===== src/timer_consts.vh =====
// Functional notes
// Overflow flag, control bit 7, sets on 16-bit overflow, stays until software clears.
// Overflow flag never sets while receive or transmit clock select is 1.
// Event flag, bit 6, sets when trigger falling edge captures or reloads with enable.
// Event flag raises timer interrupt request when enabled; stays until cleared.
// No event-flag interrupt while up/down enabled or in dual-slope count mode.
// Receive clock select bit 5 picks this timer's overflows for serial modes 1, 3.
// Transmit clock select bit 4 picks this timer's overflows for serial modes 1, 3.
// Trigger enable bit 3 allows trigger edges only when not clocking serial port.
// Run control bit 2 starts timer when 1, stops when 0.
// Source select bit 1: 0 counts clocks, 1 counts event pin falling edges.
// Capture select 1 with trigger enable: trigger edge copies counter to capture register.
// Capture select 0: reload on overflow, and on trigger edges when enabled.
// Any serial clock select forces auto-reload on overflow, ignoring capture select.
// Counter high byte at 0CDH, low byte at 0CCH.
// Capture/reload high byte at 0CBH, low byte at 0CAH.
// Control register at 0C8H, resets to zero, bit addressable.
// Mode register at 0C9H, byte access, resets zero, fields as laid out below.
// Three or four channel phase modes cycle forward, or reverse when direction set.
// Two-phase modes: direction 0 means A leads, 1 means B leads.
// Capture, auto-reload up/down and baud generator modes chosen by control bits; the counter here only counts up.
// Event pin sampled every clock; high then low sample increments counter.
// Phase mode groups channels 2, 3 or 4; codes 000 to 100, others reserved.
// Software writes phase mode only while run control is 0.
// Flags clear by writing 0 via byte write or single-bit write.
`ifndef TIMER_CONSTS_VH
`define TIMER_CONSTS_VH
`define ADDR_CONTROL   8'hc8
`define ADDR_MODE      8'hc9
`define ADDR_RCAP_LOW  8'hca
`define ADDR_RCAP_HIGH 8'hcb
`define ADDR_CNT_LOW   8'hcc
`define ADDR_CNT_HIGH  8'hcd
`define CTL_RESET      8'h00
`define MODE_RESET     8'h00
`define BIT_OVF        3'h7
`define BIT_EXF        3'h6
`define BIT_RCLK       3'h5
`define BIT_TX_CLOCK_SELECT       3'h4
`define BIT_EXEN       3'h3
`define BIT_RUN        3'h2
`define BIT_SRC        3'h1
`define BIT_CPRL       3'h0
`define MODE_PHASE_DIRECTION      7
`define MODE_PHS_HI    6
`define MODE_PHS_LO    4
`define MODE_CM_HI     3
`define MODE_CM_LO     2
`define MODE_TOE       1
`define MODE_UP_DOWN_ENABLE      0
`define CM_STANDARD    2'h0
`define PHS_OFF        3'h0
`define PHS_AB         3'h1
`define PHS_ABC        3'h2
`define PHS_ABCD       3'h3
`define PHS_DUAL       3'h4
`define CNT_MAX        16'hffff
`endif


===== src/fall_detect.v =====
`timescale 1ns/100ps
// ***********************************
// Pin synchroniser and falling edge
// ***********************************
module fall_detect (
   input  wire SYS_CLK,
   input  wire RST,
   input  wire PIN,
   output wire FALL
);
   reg sync1_reg;
   reg sync2_reg;
   reg last_reg;

   always @(posedge SYS_CLK) begin
      if (RST) begin
         sync1_reg <= 1'b1;
         sync2_reg <= 1'b1;
         last_reg  <= 1'b1;
      end else begin
         sync1_reg <= PIN;
         sync2_reg <= sync1_reg;
         last_reg  <= sync2_reg;
      end
   end

   // High sample then low sample
   assign FALL = last_reg & ~sync2_reg;
endmodule // fall_detect


===== src/phase_sequencer.v =====
`timescale 1ns/100ps
`include "timer_consts.vh"
// ***********************************
// Compare channel phase rotation
// ***********************************
module phase_sequencer (
   input  wire       SYS_CLK,
   input  wire       RST,
   input  wire       STEP,
   input  wire [2:0] MODE,
   input  wire       DIR,
   output reg  [3:0] ENABLES
);
   reg [1:0] idx_reg;
   reg [1:0] last;

   always @* begin
      case (MODE)
         `PHS_ABC: last = 2'h2;
         `PHS_ABCD: last = 2'h3;
         default: last = 2'h1;
      endcase
   end

   always @(posedge SYS_CLK) begin
      if (RST) begin
         idx_reg <= 2'h0;
      end else if (STEP) begin
         if (DIR == 1'b0) begin
            idx_reg <= (idx_reg >= last) ? 2'h0 : idx_reg + 2'h1;
         end else begin
            idx_reg <= (idx_reg == 2'h0 || idx_reg > last) ? last : idx_reg - 2'h1;
         end
      end
   end

   // Two-phase: first slot is the leading channel per direction
   always @* begin
      case (MODE)
         `PHS_OFF: ENABLES = 4'hf;
         `PHS_AB: ENABLES = (idx_reg[0] ^ DIR) ? 4'h2 : 4'h1;
         `PHS_DUAL: ENABLES = (idx_reg[0] ^ DIR) ? 4'ha : 4'h5;
         `PHS_ABC,
         `PHS_ABCD: ENABLES = 4'h1 << idx_reg;
         default: ENABLES = 4'hf;
      endcase
   end
endmodule // phase_sequencer


===== src/timer_control_regs.v =====
`timescale 1ns/100ps
`include "timer_consts.vh"
// ***********************************
// Timer registers and counter core
// ***********************************
module timer_control_regs (
   input  wire       SYS_CLK,
   input  wire       RST,
   input  wire [7:0] SFR_ADDR,
   input  wire [7:0] SFR_WDATA,
   input  wire       SFR_WR,
   input  wire       SFR_BIT_WR,
   input  wire [2:0] SFR_BIT_SEL,
   input  wire       SFR_BIT_VAL,
   output reg  [7:0] SFR_RDATA,
   input  wire       TIMER_INT_ENABLE,
   input  wire       PRESCALE_TICK,
   input  wire       EXT_TRIGGER_PIN,
   input  wire       EVENT_INPUT_PIN,
   output wire       TIMER_IRQ,
   output wire       OVERFLOW_PULSE,
   output wire       RX_USE_THIS_TIMER,
   output wire       TX_USE_THIS_TIMER,
   output wire       PHASE_STEP,
   output wire [3:0] CHANNEL_ENABLES,
   output wire [1:0] COUNT_MODE,
   output wire       TOGGLE_OUTPUT_ENABLE
);
   reg  [7:0]  control_reg;
   reg  [7:0]  mode_reg;
   reg  [15:0] counter_reg;
   reg  [15:0] rcap_reg;
   reg  [7:0]  control_next;
   reg  [15:0] counter_next;
   reg  [15:0] rcap_next;
   reg         ovf_pulse_reg;
   wire        trig_fall;
   wire        event_fall;
   wire        baud_mode;
   wire        tick;
   wire        overflow;
   wire        trig_event;
   wire        wr_ctl;

   fall_detect trig_sync (
      .SYS_CLK (SYS_CLK),
      .RST     (RST),
      .PIN     (EXT_TRIGGER_PIN),
      .FALL    (trig_fall)
   );

   fall_detect event_sync (
      .SYS_CLK (SYS_CLK),
      .RST     (RST),
      .PIN     (EVENT_INPUT_PIN),
      .FALL    (event_fall)
   );

   phase_sequencer phases (
      .SYS_CLK (SYS_CLK),
      .RST     (RST),
      .STEP    (ovf_pulse_reg),
      .MODE    (mode_reg[`MODE_PHS_HI:`MODE_PHS_LO]),
      .DIR     (mode_reg[`MODE_PHASE_DIRECTION]),
      .ENABLES (CHANNEL_ENABLES)
   );

   // ***********************************
   // Count path
   // ***********************************
   assign baud_mode = control_reg[`BIT_RCLK] | control_reg[`BIT_TX_CLOCK_SELECT];
   assign tick = control_reg[`BIT_RUN] &
                 (control_reg[`BIT_SRC] ? event_fall : PRESCALE_TICK);
   assign overflow = tick & (counter_reg == `CNT_MAX);
   assign trig_event = trig_fall & control_reg[`BIT_EXEN] & ~baud_mode;
   assign wr_ctl = SFR_WR & (SFR_ADDR == `ADDR_CONTROL);

   always @* begin
      counter_next = counter_reg;
      rcap_next    = rcap_reg;
      control_next = control_reg;
      if (wr_ctl) begin
         control_next = SFR_WDATA;
      end else if (SFR_BIT_WR && SFR_ADDR == `ADDR_CONTROL) begin
         control_next[SFR_BIT_SEL] = SFR_BIT_VAL;
      end
      if (tick) begin
         if (overflow && (baud_mode || !control_reg[`BIT_CPRL])) begin
            counter_next = rcap_reg;
         end else begin
            counter_next = counter_reg + 16'h0001;
         end
      end
      if (trig_event) begin
         if (control_reg[`BIT_CPRL]) begin
            rcap_next = counter_reg;
         end else begin
            counter_next = rcap_reg;
         end
         control_next[`BIT_EXF] = 1'b1;
      end
      if (overflow && !baud_mode) begin
         control_next[`BIT_OVF] = 1'b1;
      end
      if (SFR_WR && SFR_ADDR == `ADDR_CNT_LOW) begin
         counter_next[7:0] = SFR_WDATA;
      end else if (SFR_WR && SFR_ADDR == `ADDR_CNT_HIGH) begin
         counter_next[15:8] = SFR_WDATA;
      end else if (SFR_WR && SFR_ADDR == `ADDR_RCAP_LOW) begin
         rcap_next[7:0] = SFR_WDATA;
      end else if (SFR_WR && SFR_ADDR == `ADDR_RCAP_HIGH) begin
         rcap_next[15:8] = SFR_WDATA;
      end
   end

   always @(posedge SYS_CLK) begin
      if (RST) begin
         control_reg   <= `CTL_RESET;
         mode_reg      <= `MODE_RESET;
         counter_reg   <= 16'h0000;
         rcap_reg      <= 16'h0000;
         ovf_pulse_reg <= 1'b0;
      end else begin
         control_reg   <= control_next;
         counter_reg   <= counter_next;
         rcap_reg      <= rcap_next;
         ovf_pulse_reg <= overflow;
         if (SFR_WR && SFR_ADDR == `ADDR_MODE) begin
            mode_reg <= SFR_WDATA;
         end
      end
   end

   // ***********************************
   // Read path
   // ***********************************
   always @* begin
      if (SFR_ADDR == `ADDR_CONTROL) begin
         SFR_RDATA = control_reg;
      end else if (SFR_ADDR == `ADDR_MODE) begin
         SFR_RDATA = mode_reg;
      end else if (SFR_ADDR == `ADDR_RCAP_LOW) begin
         SFR_RDATA = rcap_reg[7:0];
      end else if (SFR_ADDR == `ADDR_RCAP_HIGH) begin
         SFR_RDATA = rcap_reg[15:8];
      end else if (SFR_ADDR == `ADDR_CNT_LOW) begin
         SFR_RDATA = counter_reg[7:0];
      end else if (SFR_ADDR == `ADDR_CNT_HIGH) begin
         SFR_RDATA = counter_reg[15:8];
      end else begin
         SFR_RDATA = 8'h00;
      end
   end

   // ***********************************
   // Outputs
   // ***********************************
   // Event flag masked in up/down or dual-slope count modes
   assign TIMER_IRQ = TIMER_INT_ENABLE & (control_reg[`BIT_OVF] |
                      (control_reg[`BIT_EXF] & ~mode_reg[`MODE_UP_DOWN_ENABLE] &
                       (mode_reg[`MODE_CM_HI:`MODE_CM_LO] == `CM_STANDARD)));
   assign OVERFLOW_PULSE       = ovf_pulse_reg;
   assign RX_USE_THIS_TIMER    = control_reg[`BIT_RCLK];
   assign TX_USE_THIS_TIMER    = control_reg[`BIT_TX_CLOCK_SELECT];
   assign PHASE_STEP           = ovf_pulse_reg;
   assign COUNT_MODE           = mode_reg[`MODE_CM_HI:`MODE_CM_LO];
   assign TOGGLE_OUTPUT_ENABLE = mode_reg[`MODE_TOE];
endmodule // timer_control_regs


===== config.mk =====
export PLATFORM = sky130hd
export DESIGN_NAME = timer_control_regs
export DESIGN_NICKNAME = d
export VERILOG_FILES = /design/src/fall_detect.v /design/src/phase_sequencer.v /design/src/timer_control_regs.v
export VERILOG_INCLUDE_DIRS = /design/src
export SDC_FILE = /design/constraint.sdc
export NUM_CORES = 1
export LEC_CHECK = 0
export BUFFER_PORTS_ARGS = -buffer_cell sky130_fd_sc_hd__buf_2
export CAP_MARGIN = 0
export CORE_ASPECT_RATIO = 2
export CORE_MARGIN = 5
export CORE_UTILIZATION = 63
export DETAILED_ROUTE_END_ITERATION = 12
export GPL_ROUTABILITY_DRIVEN = 0
export GPL_TIMING_DRIVEN = 0
export PLACE_DENSITY = 0.86
export SETUP_SLACK_MARGIN = 0.2
export SLEW_MARGIN = 10
export SYNTH_ARGS = -nofsm -noshare
export SYNTH_HDL_FRONTEND = slang
export SYNTH_SLANG_ARGS = --single-unit

===== constraint.sdc =====
create_clock -name SYS_CLK -period 3.75 [get_ports SYS_CLK]
set_input_delay 0 -clock SYS_CLK [delete_from_list [all_inputs] [get_ports SYS_CLK]]
set_output_delay 0 -clock SYS_CLK [all_outputs]
set_load 0.1 [all_outputs]

==> results of run 1 <==
-- cell usage after synthesis (9+ instances only) --
master / n / area share (%)
dfxtp_1: 57 / 31
nor2_1: 52 / 5.2
mux2i_1: 35 / 9.4
clkbuf_1: 25 / 2.5
a211oi_1: 20 / 4.0
nand2b_1: 20 / 3.4
nand2_1: 19 / 1.9
a21oi_1: 18 / 2.4
nor2b_1: 13 / 2.2
o21ai_0: 12 / 1.6
a311oi_1: 11 / 2.6
nand3_1: 11 / 1.5
nand4_1: 11 / 1.8
inv_1: 9 / 0.91
-- stage by stage --
stage	utilization, %	hold WS, ns	worst slack [ns]	area (um2)	total power (uW)
after global routing	77.0	0.0293	1.15	4430	1800
final	77.0	0.0122	1.20	4430	1760
after global placement	69.9	0.181	1.41	4030	719
after detailed placement	69.9	0.184	1.38	4030	722
after floorplan	-	0.104	1.56	3720	677
after CTS	77.0	0.00613	1.36	4430	1750
-- routing by layer --
layer  global-route usage [%]  up-vias  wire (um)
met2                     59.3      299       6370
met4                     27.5        0       1050
met5                        0        -          0
met1                     34.8     1857       4210
li1                         -     1818          -
met3                     7.21      102       1080
-- cell usage in the layout, fill, tap and decap left out, types with 4 or more instances in the layout --
cell,netlist,routed
clkbuf_16,0,9
mux2i_1,35,35
dfxtp_1,57,57
a31oi_1,5,5
nand3b_1,4,4
or2_2,7,7
nand4_1,11,11
nor3_1,5,5
nand2b_1,20,20
nand2_1,19,19
xor2_1,6,6
o311ai_0,4,4
ha_1,7,7
and2_1,7,7
clkbuf_1,25,25
a21o_1,5,5
buf_2,3,48
nor2b_1,13,13
and3_1,5,5
a22o_1,4,4
inv_1,9,9
nand3_1,11,11
o22ai_1,6,6
a21oi_1,18,18
o21ai_0,12,12
a211oi_1,20,20
xnor2_1,7,7
bufinv_16,0,4
nor2_1,52,52
a2bb2oi_1,4,4
a311oi_1,11,11
or3_1,4,4
-- area by class of cell --
| class | instances | area share (%) |
|---|---|---|
| flip-flops and latches | 57 | 25.7 |
| clock inverters | 5 | 2.82 |
| multi-input cells | 353 | 54.4 |
| plain buffers | 32 | 3.08 |
| clock buffers | 11 | 5.70 |
| well taps | 61 | 1.72 |
| repair buffers | 48 | 5.76 |
| inverters | 9 | 0.762 |
-- worst min path at each step --
stage	slack [ns]	start	cells after the start	to
after floorplan	0.10	EVENT_INPUT_PIN	1	event_sync.sync1_reg$_SDFF_PP1_
after global placement	0.18	EXT_TRIGGER_PIN	2	trig_sync.sync1_reg$_SDFF_PP1_
after detailed placement	0.18	EXT_TRIGGER_PIN	2	trig_sync.sync1_reg$_SDFF_PP1_
after global routing	0.03	SFR_WDATA[4]	3	counter_reg[4]$_SDFF_PP0_
after CTS	0.006	SFR_WDATA[5]	3	mode_reg[5]$_SDFFE_PP0P_
final	0.01	SFR_WDATA[4]	3	counter_reg[4]$_SDFF_PP0_
-- worst reg2reg max path, cell delays in order, from the launching register on --
cell      delay [ns]
dfxtp_1         0.37
ha_1            0.24
nand3_1         0.20
a21oi_2         0.12
a31oi_1         0.74
buf_2           0.42
nand2_1         0.17
o221ai_1        0.22
-- where the power goes --
| part | switching, uW | internal (uW) | total (uW) |
|---|---|---|---|
| clock network | 297 | 750 | 1050 |
| logic | 68.6 | 33.5 | 102 |
| registers | 3.45 | 611 | 614 |
| total | 369 | 1390 | 1760 |
-- cells by family after synthesis --
logic type | Yosys count | synth area share [%]
xor+xnor | 13 | 3.06
flops | 57 | 30.6
buf+inv | 41 | 4.57
mux | 37 | 10.0
compound gates | 118 | 23.0
fa+ha+maj | 7 | 2.35
simple gates | 178 | 26.4
==> impl_results.md, run 1 <==
- Run status: finished clean
- Number of enable flip-flop cells after synthesis: 0
- Buffers from clock root to sink, at most: 2
- Number of CTS-inserted buffers: 9
- Number of synthesized register bits: 57
- TritonCTS clock tree: built
- Setup Crit Path Kind: register to register
- # clock sinks: 57
- Avg Synthesized Cell Area: 8.26 um2
- Post-Place Cells: 557
- Overflow left after global routing: 0
- FFs w/ async S/R, synth: 0%
- Netlist cell types: 63
- Count of pins over their slew limit: 0
- Number of buffers added for setup after CTS: 0
- Initial Utilization: 64.7%
- Area growth from synthesis to layout: 19.0%
- Share of layout cells above drive strength 1: 16.1%
- Cell chain of the critical path: ha_1 -> nand3_1 -> a21oi_2 -> a31oi_1 -> buf_2 -> nand2_1 -> o221ai_1
- Number of buffers inserted by hold repair at cts: 3
- Total setup violations reported at the end of the flow: 0
- RSZ-0062 raised after global routing: false
- Horiz. Die Dim: 64.4 um
- Register area: 1140 um2
- Number of gates resized after CTS: 0
- Die extent in y: 119 um
- Rel. slew slack: 33.8%
- Leading register cell type out of synthesis: dfxtp_1
- IO Port Bufs: 45
- Global-route wire length before repair: 20200 um
- Crit Reg-Reg Endpoint: counter_reg[13]$_SDFF_PP0_
- Number of global-route vias before repair: 4011
- Required time of the worst setup path: 4.01 ns
- Overall via count from detail_route: 4076
- Filler instances: 409
- Launch instance of the worst register-to-register path: counter_reg[0]$_SDFF_PP0_
- Longest individual stage delay on the worst path: 0.74 ns
- Sequential area share after synthesis: 30.6%
- Largest net degree at the start of global routing: 11
- IO Count: 48
- Synthesis Warnings: 0
- Crit path launch type: register
- Final sum of negative setup slack: 0 ns
- Reg clk slew, reported paths: 0.06 ns
- Worst Skew: 0.00959 ns
- Mean number of vias per cell: 7.08
- DP HPWL: 9170 um
- Arrival @ worst endpoint: 2.81 ns
- Number of levels the H-tree was split into: 3
- Die ar.: 7640 um2
- Worst Reg2Reg Path Length in Cells: 7
- Diode insertion count for antenna repair: 0
- Fmax: 0.393 GHz
- Clock latency on the worst-skew pair: 0.35 ns
- Critical Path Start: counter_reg[0]$_SDFF_PP0_
- Final #Nets: 545
- Part of the cycle the worst path needs: 67.9%
- Maximum VDD drop: 0.329 mV
- Area of the core: 5760 um2
- Summed instance area of the synthesized netlist: 3720 um2
- Critical Path End: counter_reg[13]$_SDFF_PP0_
- Global router's overall resource usage: 34.5%
- Max cap viols: 0
- Total nets after synthesis: 486
- Cell Pwr Density: 398 nW/um2
- Number of placement rows: 39
- DRC violation total after the first TritonRoute iteration: 468
- Top fanout value on the critical path: 10
- Crit path max-delay cell type: a31oi_1
- Final min period: 2.55 ns
- Average wire per cell in the routed design: 22.1 um
- Levels on crit path: 7
- Leak: 0.00188 uW
- Drt first pass iters: 7
- Critical path buffers and inverters: 1
- Slew @ Worst Pin: 0.988 ns
- Count of final hold-check violations: 0
- Drt drc: 0
- Number of nets with antenna violations after routing: 0
- Area taken by multi-input logic gates: 2410 um2
- Non-filler cells in the finished layout: 576
- Initial antenna violation count: 0
- Hold Path Class: input pin to register
- Worst setup slack for register-to-register paths: 1.20 ns
- WL final: 12700 um
- Clk Tree Root Cell: clkbuf_16
- Dominant delay contributor by cell family on the critical path: compound AO/OA/AOI/OAI gates
- Gate Count Post-Synth: 451
- Critical path endpoint category: register
Note: power is estimated with default switching activity, not from simulation.
==> run 2: changes to the inputs <==
Settings changed: CORE_UTILIZATION 63 to 58, PLACE_DENSITY 0.86 to 0.8.
Clock period 3.75 ns to 2.35 ns, I/O delays scaled along.
==> run 2 against run 1 <==
Effect of this change: sequential share of layout area is 0.45 points lower; combinational power rose by 60%; worst hold slack gained 0.00072 ns; critical endpoint is now counter_reg[11]$_SDFF_PP0_; global-route usage fell by 2.8 points; largest cell class unchanged; routed wire length is 1.1% higher; die area up 7.6%; final area grew 2.3%; worst setup slack worse by 0.99 ns; first-iteration DRC count down 26%; clock power grew 23%.
==> impl_results.md, run 2 (synthesized netlist as in run 1, its figures left out) <==
- Drt first pass iters: 5
- Reg clk slew, reported paths: 0.05 ns
- DRC violation total after the first TritonRoute iteration: 346
- Cell Pwr Density: 537 nW/um2
- Total Power: 2440 uW
- Max cap viols: 0
- Count of final hold-check violations: 0
- Number of global-route vias before repair: 3881
- TritonCTS clock tree: built
- Buffers from clock root to sink, at most: 2
- Top fanout value on the critical path: 10
- Drt drc: 0
- Most common cell after layout, fill and taps aside: dfxtp_1
- Arrival @ worst endpoint: 2.32 ns
- Required time of the worst setup path: 2.53 ns
- Clk Tree Root Cell: clkbuf_16
- Maximum VDD drop: 0.432 mV
- Overall via count from detail_route: 3981
- Slew @ Worst Pin: 0.717 ns
- Area of the core: 6310 um2
- Global router's overall resource usage: 31.7%
- Overflow left after global routing: 0
- # clock sinks: 57
- Global-route wire length before repair: 19300 um
- Average wire per cell in the routed design: 21.3 um
- Leak: 0.00188 uW
- Count of pins over their slew limit: 0
- Total setup violations reported at the end of the flow: 0
- Part of the cycle the worst path needs: 91.0%
- Number of placement rows: 41
- IO Port Bufs: 45
- Rel. slew slack: 52.2%
- Area growth from synthesis to layout: 21.8%
- Clock latency on the worst-skew pair: 0.34 ns
- Number of levels the H-tree was split into: 3
- Critical path endpoint category: register
- Share of layout cells above drive strength 1: 20.8%
- Die ar.: 8220 um2
- Mean number of vias per cell: 6.58
- Fmax: 0.468 GHz
- Horiz. Die Dim: 66.7 um
- Final min period: 2.14 ns
- Largest net degree at the start of global routing: 11
- Final sum of negative setup slack: 0 ns
- DP HPWL: 9240 um
- Run status: finished clean
- Number of nets with antenna violations after routing: 0
- Number of CTS-inserted buffers: 9
- Final #Nets: 549
- WL final: 12900 um
- Hold Path Class: input pin to register
- Core utilization of the finished layout: 71.9%
- Diode insertion count for antenna repair: 0
- Initial antenna violation count: 0
- Setup Crit Path Kind: register to register
- IO Count: 48
- Die extent in y: 123 um
- Worst Skew: 0.00738 ns
- Initial Utilization: 59.0%
- RSZ-0062 raised after global routing: false
- Most frequent cells in the layout: dfxtp_1 (52), nor2_1 (51), buf_2 (45)
- Crit path launch type: register
==> run 2: changes by cell type in the layout (fill, tap and decap cells not counted), sizes merged <==
cell	delta
clkbuf	-2
bufinv	-3
clkinv	+3
clkinvlp	+1
buf	+6
dlygate4sd3	-1
==> run 2: cell type report <==
class                           count  area [um2]
Clock inverter                      6        57.6
Buffer                             32         141
Sequential cell                    57        1150
Fill cell                         508        1770
Clock buffer                       10         239
Timing Repair Buffer               52         293
Inverter                            9        33.8
Tap cell                           86         108
Multi-Input combinational cell    353        2520
==> run 2: path summary, 6_finish.rpt <==
| path | startpoint | endpoint | slack [ns] | depth (start not counted) |
|---|---|---|---|---|
| worst max-delay path | counter_reg[0]$_SDFF_PP0_ | counter_reg[11]$_SDFF_PP0_ | 0.21 | 7 |
| worst min-delay path | SFR_WDATA[1] | rcap_reg[1]$_SDFF_PP0_ | 0.01 | 3 |
| worst max register to register | counter_reg[0]$_SDFF_PP0_ | counter_reg[11]$_SDFF_PP0_ | 0.21 | 7 |
| worst min register to register | event_sync.sync1_reg$_SDFF_PP1_ | event_sync.sync2_reg$_SDFF_PP1_ | 0.41 | 1 |
==> run 2: repair_timing <==
action	CTS	global route
gates resized for setup	11	24
pin swaps	0	3
buffers inserted	0	5
hold buffers	2	0
gates cloned	0	0
setup endpoints to repair	20	29
hold endpoints to repair	2	0
==> run 2: layer usage <==
metal / vias up / wire [um] / global-route usage [%]
met4: 0 / 975 / 27.0
li1: 1820 / - / -
met5: - / 0 / 0
met3: 77 / 875 / 6.45
met2: 212 / 6580 / 55.7
met1: 1872 / 4420 / 30.2
==> run 2: critical path, stage by stage (launching register included) <==
cell,delay [ns]
dfxtp_1,0.46
ha_1,0.22
nand3_2,0.18
a21oi_4,0.30
a31oi_4,0.22
buf_2,0.27
nand2_1,0.16
o221ai_1,0.16
==> run 2: report_power, final <==
group          switching (uW)  internal (uW)
Clock                     452            839
Sequential               5.70            975
Combinational             110           53.0
==> run 2: per-stage QoR <==
| stage | setup WS [ns] | hold WS (ns) | instance area, um2 | instances |
|---|---|---|---|---|
| 2_1_floorplan | 0.382 | 0.104 | 3730 | 451 |
| 6_report | 0.212 | 0.0129 | 4540 | 605 |
| 3_5_place_dp | -0.00664 | 0.185 | 4060 | 582 |
| 5_1_grt | 0.171 | 0.0255 | 4540 | 605 |
| 3_3_place_gp | 0.00289 | 0.181 | 4060 | 582 |
| 4_1_cts | 0.141 | 0.00553 | 4420 | 600 |
